===== src/verilog/sdcp_pkg.sv =====
// Constants and carrier types for the sample clock divider and phase block
package sdcp_pkg;

    localparam int unsigned NUM_CH   = 4;     // Converter channels
    localparam int unsigned ADDR_W   = 16;
    localparam int unsigned DATA_W   = 8;
    localparam int unsigned DIV_W    = 3;
    localparam int unsigned PH_W     = 4;
    localparam int unsigned MAX_WHOLE = 8;    // Whole-cycle taps incl. zero

    localparam logic [ADDR_W-1:0] ADDR_DIV_CTRL = 16'h0108;
    localparam logic [ADDR_W-1:0] ADDR_PHASE    = 16'h0109;

    localparam logic [DIV_W-1:0] DIV_BY_1 = 3'h0;
    localparam logic [DIV_W-1:0] DIV_BY_2 = 3'h1;
    localparam logic [DIV_W-1:0] DIV_BY_4 = 3'h3;
    localparam logic [DIV_W-1:0] DIV_BY_8 = 3'h7;

    localparam logic [DIV_W-1:0] DIV_RESET   = DIV_BY_2;
    localparam logic [PH_W-1:0]  PHASE_RESET = 4'h0;
    localparam logic [DIV_W-1:0] CNT_RESET   = 3'h0;
    localparam logic [DIV_W-1:0] CNT_ONE     = 3'h1;

    // Register write/read request from the control port
    typedef struct packed {
        logic              wr;
        logic [ADDR_W-1:0] addr;
        logic [DATA_W-1:0] wdata;
    } sdcp_reg_req_s;

endpackage


===== src/verilog/sdcp_top.sv =====
// Sample clock divider with per-channel phase offset and its registers
`timescale 1ns/1ps
`default_nettype none
module sdcp_top
    import sdcp_pkg::*;
(
    input  wire logic                clk,
    input  wire logic                rst,
    input  wire sdcp_reg_req_s       reg_req,
    input  wire logic [NUM_CH-1:0]   reg_chan_sel,
    output logic      [DATA_W-1:0]   reg_rdata,
    output logic      [NUM_CH-1:0]   ch_clk,
    output logic                     div_lvl
);

    typedef struct packed {
        logic [DIV_W-1:0]             div_code;
        logic [DIV_W-1:0]             cnt;
        logic                         lvl;
        logic [DATA_W-1:0]            rdata;
        logic [NUM_CH-1:0][PH_W-1:0]  phase;
    } sdcp_state_s;

    sdcp_state_s     st_ff;
    sdcp_state_s     nxt_st;
    logic [DIV_W-1:0] half;
    logic [DIV_W-1:0] cnt_inc;
    logic            code_ok;
    logic [PH_W-1:0] rd_phase;

    // Only the four documented ratios are accepted
    always_comb begin
        code_ok = (reg_req.wdata[DIV_W-1:0] == DIV_BY_1)
               || (reg_req.wdata[DIV_W-1:0] == DIV_BY_2)
               || (reg_req.wdata[DIV_W-1:0] == DIV_BY_4)
               || (reg_req.wdata[DIV_W-1:0] == DIV_BY_8);
    end

    // Readback picks the lowest selected channel, channel 0 if none
    always_comb begin
        rd_phase = st_ff.phase[0];
        for (int i = NUM_CH - 1; i >= 0; i--) begin
            if (reg_chan_sel[i]) begin
                rd_phase = st_ff.phase[i];
            end
        end
    end

    // Code doubles as wrap mask: 000, 001, 011, 111 give 1, 2, 4, 8
    always_comb begin
        nxt_st  = st_ff;
        half    = (st_ff.div_code >> 1) + CNT_ONE;
        cnt_inc = (st_ff.cnt + CNT_ONE) & st_ff.div_code;
        nxt_st.cnt = cnt_inc;
        nxt_st.lvl = cnt_inc < half;
        if (reg_req.wr && reg_req.addr == ADDR_DIV_CTRL && code_ok) begin
            // Restart the count so the new ratio starts on a clean edge
            nxt_st.div_code = reg_req.wdata[DIV_W-1:0];
            nxt_st.cnt      = CNT_RESET;
            nxt_st.lvl      = 1'b1;
        end
        if (reg_req.wr && reg_req.addr == ADDR_PHASE) begin
            for (int i = 0; i < NUM_CH; i++) begin
                if (reg_chan_sel[i]) begin
                    nxt_st.phase[i] = reg_req.wdata[PH_W-1:0];
                end
            end
        end
        // Reserved bits read as zero; unmapped addresses read zero
        unique case (reg_req.addr)
            ADDR_DIV_CTRL: nxt_st.rdata = {5'h00, st_ff.div_code};
            ADDR_PHASE:    nxt_st.rdata = {4'h0, rd_phase};
            default:       nxt_st.rdata = 8'h00;
        endcase
    end

    // Reset lands on divide-by-2 with no phase offset
    always_ff @(posedge clk or posedge rst) begin
        if (rst) begin
            st_ff.div_code <= DIV_RESET;
            st_ff.cnt      <= CNT_RESET;
            st_ff.lvl      <= 1'b1;
            st_ff.rdata    <= 8'h00;
            st_ff.phase    <= {NUM_CH{PHASE_RESET}};
        end else begin
            st_ff <= nxt_st;
        end
    end

    assign reg_rdata = st_ff.rdata;
    assign div_lvl   = st_ff.lvl;

    // One delay line per channel, all fed by the shared divider
    for (genvar g = 0; g < NUM_CH; g++) begin : g_ch
        sdcp_phase_dly u_dly (
            .clk     (clk),
            .rst     (rst),
            .div_lvl (st_ff.lvl),
            .bypass  (st_ff.div_code == DIV_BY_1),
            .phase   (st_ff.phase[g]),
            .ch_clk  (ch_clk[g])
        );
    end

    chk_div8_wrap: assert property (@(posedge clk) disable iff (rst)
        (st_ff.div_code == DIV_BY_8 && st_ff.cnt == 3'h7 && !reg_req.wr)
        |=> st_ff.cnt == 3'h0 && st_ff.lvl)
        else $error("divide-by-8 count did not wrap after 8");
    chk_div4_level: assert property (@(posedge clk) disable iff (rst)
        (st_ff.div_code == DIV_BY_4 && st_ff.cnt == 3'h1 && !reg_req.wr)
        |=> st_ff.cnt == 3'h2 && !st_ff.lvl)
        else $error("divide-by-4 level not low in second half");
    chk_div_legal: assert property (@(posedge clk) disable iff (rst)
        st_ff.div_code == DIV_BY_1 || st_ff.div_code == DIV_BY_2
        || st_ff.div_code == DIV_BY_4 || st_ff.div_code == DIV_BY_8)
        else $error("divider holds an undefined code");

endmodule
`default_nettype wire


===== src/verilog/sdcp_phase_dly.sv =====
// One channel: delays the divided clock in half input-cycle steps
`timescale 1ns/1ps
`default_nettype none
module sdcp_phase_dly
    import sdcp_pkg::*;
(
    input  wire logic            clk,
    input  wire logic            rst,
    input  wire logic            div_lvl,
    input  wire logic            bypass,
    input  wire logic [PH_W-1:0] phase,
    output logic                 ch_clk
);

    typedef struct packed {
        logic [MAX_WHOLE-2:0] sh;
        logic [PH_W-1:0]      last_ph;
        logic [PH_W-1:0]      age;
    } sdcp_dly_state_s;

    sdcp_dly_state_s st_ff;
    sdcp_dly_state_s nxt_st;
    logic            tap;
    logic            neg_ff;
    logic [PH_W-2:0] whole;

    assign whole = phase[PH_W-1:1];

    // Whole-cycle tap; zero picks the undelayed level
    always_comb begin
        tap = div_lvl;
        if (whole != 3'h0) begin
            tap = st_ff.sh[whole - 3'h1];
        end
    end

    // Shift line plus an age counter that only the checks read
    always_comb begin
        nxt_st         = st_ff;
        nxt_st.sh      = {st_ff.sh[MAX_WHOLE-3:0], div_lvl};
        nxt_st.last_ph = phase;
        if (phase != st_ff.last_ph) begin
            nxt_st.age = 4'h0;
        end else if (st_ff.age != 4'hF) begin
            nxt_st.age = st_ff.age + 4'h1;
        end
    end

    always_ff @(posedge clk or posedge rst) begin
        if (rst) begin
            st_ff <= '0;
        end else begin
            st_ff <= nxt_st;
        end
    end

    // Half step taken on the inverted clock edge
    always_ff @(negedge clk or posedge rst) begin
        if (rst) begin
            neg_ff <= 1'b0;
        end else begin
            neg_ff <= tap;
        end
    end

    // Divide-by-1 has no level to delay, so inversion is the only step
    always_comb begin
        if (bypass) begin
            ch_clk = phase[0] ? ~clk : clk;
        end else if (phase[0]) begin
            ch_clk = neg_ff;
        end else begin
            ch_clk = tap;
        end
    end

    chk_zero_delay: assert property (@(posedge clk) disable iff (rst)
        (phase == 4'h0 && !bypass) |-> ch_clk == div_lvl)
        else $error("zero offset does not pass divided clock");
    chk_one_cycle: assert property (@(posedge clk) disable iff (rst)
        (phase == 4'h2 && st_ff.age >= 4'h1 && !bypass)
        |-> ch_clk == $past(div_lvl))
        else $error("offset 2 is not one cycle late");
    // Half step only shows on the falling edge: output lags one fall
    chk_half_step: assert property (@(negedge clk) disable iff (rst)
        (phase == 4'h1 && $stable(phase) && !bypass)
        |-> ch_clk == $past(div_lvl))
        else $error("offset 1 not taken from inverted edge");
    // Odd codes seen at a rising edge already carry the extra half step
    chk_odd_nine: assert property (@(posedge clk) disable iff (rst)
        (phase == 4'h9 && st_ff.age >= 4'h6 && !bypass)
        |-> ch_clk == $past(div_lvl, 4))
        else $error("offset 9 is not four and a half cycles late");
    chk_max_offset: assert property (@(posedge clk) disable iff (rst)
        (phase == 4'hF && st_ff.age >= 4'h9 && !bypass)
        |-> ch_clk == $past(div_lvl, 7))
        else $error("offset 15 is not seven and a half cycles late");

endmodule
`default_nettype wire


===== config.mk =====
export PLATFORM = sky130hd
export DESIGN_NAME = sdcp_top
export DESIGN_NICKNAME = d
export VERILOG_FILES = /design/src/verilog/sdcp_pkg.sv /design/src/verilog/sdcp_top.sv /design/src/verilog/sdcp_phase_dly.sv
export SDC_FILE = /design/constraint.sdc
export NUM_CORES = 1
export LEC_CHECK = 0
export CAP_MARGIN = 20
export CELL_PAD_IN_SITES_DETAIL_PLACEMENT = 0
export CELL_PAD_IN_SITES_GLOBAL_PLACEMENT = 2
export CORE_MARGIN = 5
export CORE_UTILIZATION = 43
export DETAILED_ROUTE_END_ITERATION = 10
export DONT_BUFFER_PORTS = 1
export HOLD_SLACK_MARGIN = 0.12
export PLACE_DENSITY = 0.91
export SLEW_MARGIN = 20
export SYNTH_ARGS = -nofsm -noshare
export SYNTH_HDL_FRONTEND = slang
export SYNTH_HIERARCHICAL = 1
export SYNTH_SLANG_ARGS = --single-unit

===== constraint.sdc =====
create_clock -name clk -period 3.01 [get_ports clk]
set_input_delay 0.602 -clock clk [delete_from_list [all_inputs] [get_ports clk]]
set_output_delay 0.602 -clock clk [all_outputs]
set_load 0.03 [all_outputs]

==> results.sh <==
export IMPL_cp_required_ns=2.41
export IMPL_post_route_util_pct=51.31
export IMPL_routed_via_density=5.465
export IMPL_fp_dieW_um=91.40
export IMPL_status="complete, but fails checks"
export IMPL_final_nets=288
export IMPL_core_area_um2=6386
export IMPL_fill_cells=573
export IMPL_violations="setup timing"
export IMPL_synth_area_mux_share_pct=12.96
export IMPL_wl_per_cell_um=17.31
export IMPL_rows=29
export IMPL_start_kind="flip-flop"
export IMPL_syn_area_per_cell_um2=12.33
export IMPL_synth_cell_area_um2=2849
export IMPL_gp_congestion=0.7703
export IMPL_start_util_pct=44.61
export IMPL_grt_overflow_total=0
export IMPL_cp_max_fo=1
export IMPL_cap_violations=0
export IMPL_io_buffers=0
export IMPL_yosys_warnings=6
export IMPL_die_area_um2=8353
export IMPL_synth_xor_area_share_pct=1.537
export IMPL_irDropWorstVdd_uv=425.9
export IMPL_whs_ns=0.1011
export IMPL_drt_iter0_drc=77
export IMPL_seq_area_um2=1479
export IMPL_synth_top_family_by_area="simple AND/OR/NAND/NOR gates"
export IMPL_worstPathArrival_ns=2.90
export IMPL_drc=0
export IMPL_worstSetupEndpointType="output pin"
export IMPL_yosysSeqAreaShare_pct=51.91
export IMPL_setup_slack_ns=-0.4962
export IMPL_finalSetupViolations=8
export IMPL_dpl_hpwl_mm=4.016
export IMPL_antenna_found_initial=0
export IMPL_drt_total_wl_mm=5.662
export IMPL_dp_cells=306
export IMPL_postSynthCellCount=231
export IMPL_grt_first_pass_wirelength_mm=9.404
export IMPL_yosys_area_share_simple_pct=13.22
export IMPL_clock_latency_ns=0.44
export IMPL_powerDensity_nw_per_um2=645.1
export IMPL_hold_viol_final=0
export IMPL_finClkSkew_ns=0.009557
export IMPL_stdcell_count=327
export IMPL_clkTransAtPathRegs_ns=0.07
export IMPL_n_antenna_cell=0
export IMPL_max_slew_margin_pct=61.84
export IMPL_grt_max_degree=28
export IMPL_grt_pass1_vias=1999
export IMPL_drtAntennaViolNets=0
export IMPL_synth_compound_area_share_pct=10.23
export IMPL_cts_tree="yes"
export IMPL_synth_edf_count=0
export IMPL_multiInputGateArea_um2=1308
export IMPL_die_h_um=91.40
export IMPL_rr_worst_depth=5
export IMPL_grt_use_total_pct=14.64
export IMPL_synth_seq_cells=59
export IMPL_hp_class="in2async"
export IMPL_synthAdderAreaFrac_pct=5.270
export IMPL_worstMarginPinSlew_ns=0.5716
export IMPL_syn_to_final_growth_pct=15.02
export IMPL_slew_viol_final=0
export IMPL_firstDrtPassIters=6
export IMPL_ys_flop_type="dfrtp_1"
export IMPL_p_leak_nw=1.342
export IMPL_synth_cell_types=40
export IMPL_rsz0062_at_grt="yes"
export IMPL_worstSetupPathType="reg2out"
export IMPL_io_pins=44
export IMPL_vias=1787
export IMPL_async_flop_share_pct=100.0
export IMPL_drive_above_1_share_pct=30.80
==> cells in the mapped netlist, types with 2 or more instances <==
cell      instances  share of area (%)
mux2i_1           2               0.70
nor3_1            2               0.35
nor4_1            3               0.66
ha_1             12                5.3
o21ai_0          10                1.8
a221oi_1          4                1.2
nor2_1            5               0.66
inv_1            17                2.2
a22oi_1           4                1.1
and4_1            2               0.61
or2_2             3               0.66
a32o_1            3                1.1
o22ai_1           3               0.66
mux2_2           20                7.9
dfrtn_1           4                3.5
xnor2_1           4                1.2
buf_4             9                2.4
mux2_1            3                1.2
o21a_1            2               0.53
o31ai_2           4                1.8
nor2_2            4               0.88
nor2b_1          12                2.6
mux4_2            4                3.2
nor2b_2           4                1.2
dfrtp_1          53                 47
nand2_1          14                1.8
dfstp_2           2                1.8
and2_1            2               0.44
o31a_1            4                1.2
a21oi_1           4               0.70
nor4b_2           3                1.6
==> sequential cells by signal (all words and copies together) (netlist names) <==
signal / cells
g_ch.u_dly/st_ff: 4
g_ch.u_dly/nxt_st: 24
reg_rdata: 4
g_ch.u_dly/neg_ff: 4
st_ff: 22
div_lvl: 1
==> through the flow <==
step | power (mW) | setup slack (ns) | setup TNS [ns] | area (um^2)
2_1_floorplan | 1.122 | -0.03100 | -0.1240 | 2860
3_3_place_gp | 1.122 | -0.001230 | -0.001230 | 2928
3_5_place_dp | 1.123 | -0.004301 | -0.009621 | 2928
4_1_cts | 2.159 | -0.5370 | -2.119 | 3221
5_1_grt | 2.220 | -0.6119 | -2.326 | 3277
6_report | 2.114 | -0.4962 | -1.964 | 3277
==> layout make-up <==
cell class              count  area share, %
flip-flops and latches     59          45.13
clock buffers              16          6.415
well taps                  77          2.940
clock inverters             4          2.215
repair buffers              6          1.451
inverters                  17          1.947
multi-input cells         148          39.90
==> cells in the final DEF, fill, tap and decap left out, types with 5 or more instances in the layout <==
cell,instances
dfrtp_1,53
mux2_2,20
inv_1,16
clkbuf_8,15
nand2_1,14
nor2b_1,12
o21ai_0,8
ha_1,8
nor2_1,5
buf_4,5
==> cell families after synthesis <==
family / count (synthesis)
DFF: 59
and+or+nand+nor: 59
AOI/OAI and AO/OA: 39
muxes: 29
buffers and inverters: 27
adders and majority gates: 12
xor gates and xnor gates: 5
other: 1
==> report_power, final <==
| part | internal [mW] | total [mW] | leakage [nW] | switching, mW |
|---|---|---|---|---|
| sequential | 0.794 | 0.794 | 0.650 | 0.000138 |
| clock | 0.727 | 1.28 | 0.188 | 0.552 |
| combinational | 0.0115 | 0.0416 | 0.503 | 0.0300 |
| total | 1.53 | 2.11 | 1.34 | 0.582 |
==> worst paths after layout <==
check / start / to / slack, ns
min in group clk: reg_req[2] / st_ff[30]$_DFFE_PP0P_ / 0.30
max in group asynchronous: rst / g_ch[1].u_dly/neg_ff$_DFF_NP0_ / 0.68
min reg2reg: g_ch[2].u_dly/nxt_st[13]$_DFF_PP0_ / g_ch[2].u_dly/nxt_st[14]$_DFF_PP0_ / 0.37
max: g_ch[2].u_dly/neg_ff$_DFF_NP0_ / ch_clk[2] / -0.50
max reg2reg: st_ff[10]$_DFFE_PP0P_ / g_ch[2].u_dly/neg_ff$_DFF_NP0_ / 0.07
min: rst / st_ff[8]$_DFFE_PP0P_ / 0.10
==> routing by layer <==
layer  global-route usage (%)  share of wire, %  vias to the layer above
met5                        0                 0                        -
met4                    10.88               3.2                        0
met3                    6.281               7.1                       22
met2                    20.23                48                       43
met1                    17.95                42                      875
li1                         -                 -                      847
==> worst max-delay path: stages (launching register included) <==
cell     delay [ns]
dfrtn_1        0.39
o21ai_1        0.05
a22oi_1        0.15
o31a_1         0.37
==> repair_timing <==
action                                  in CTS  in global routing
endpoints found under the setup margin       8                 12
gates cloned                                 0                  0
buffers inserted                             0                  0
resized for setup                            1                  6
hold buffers                                 1                  0
pin swaps                                    2                  3
hold endpoints to repair                    28                  0
No activity file was read; power rests on OpenSTA's default activity.
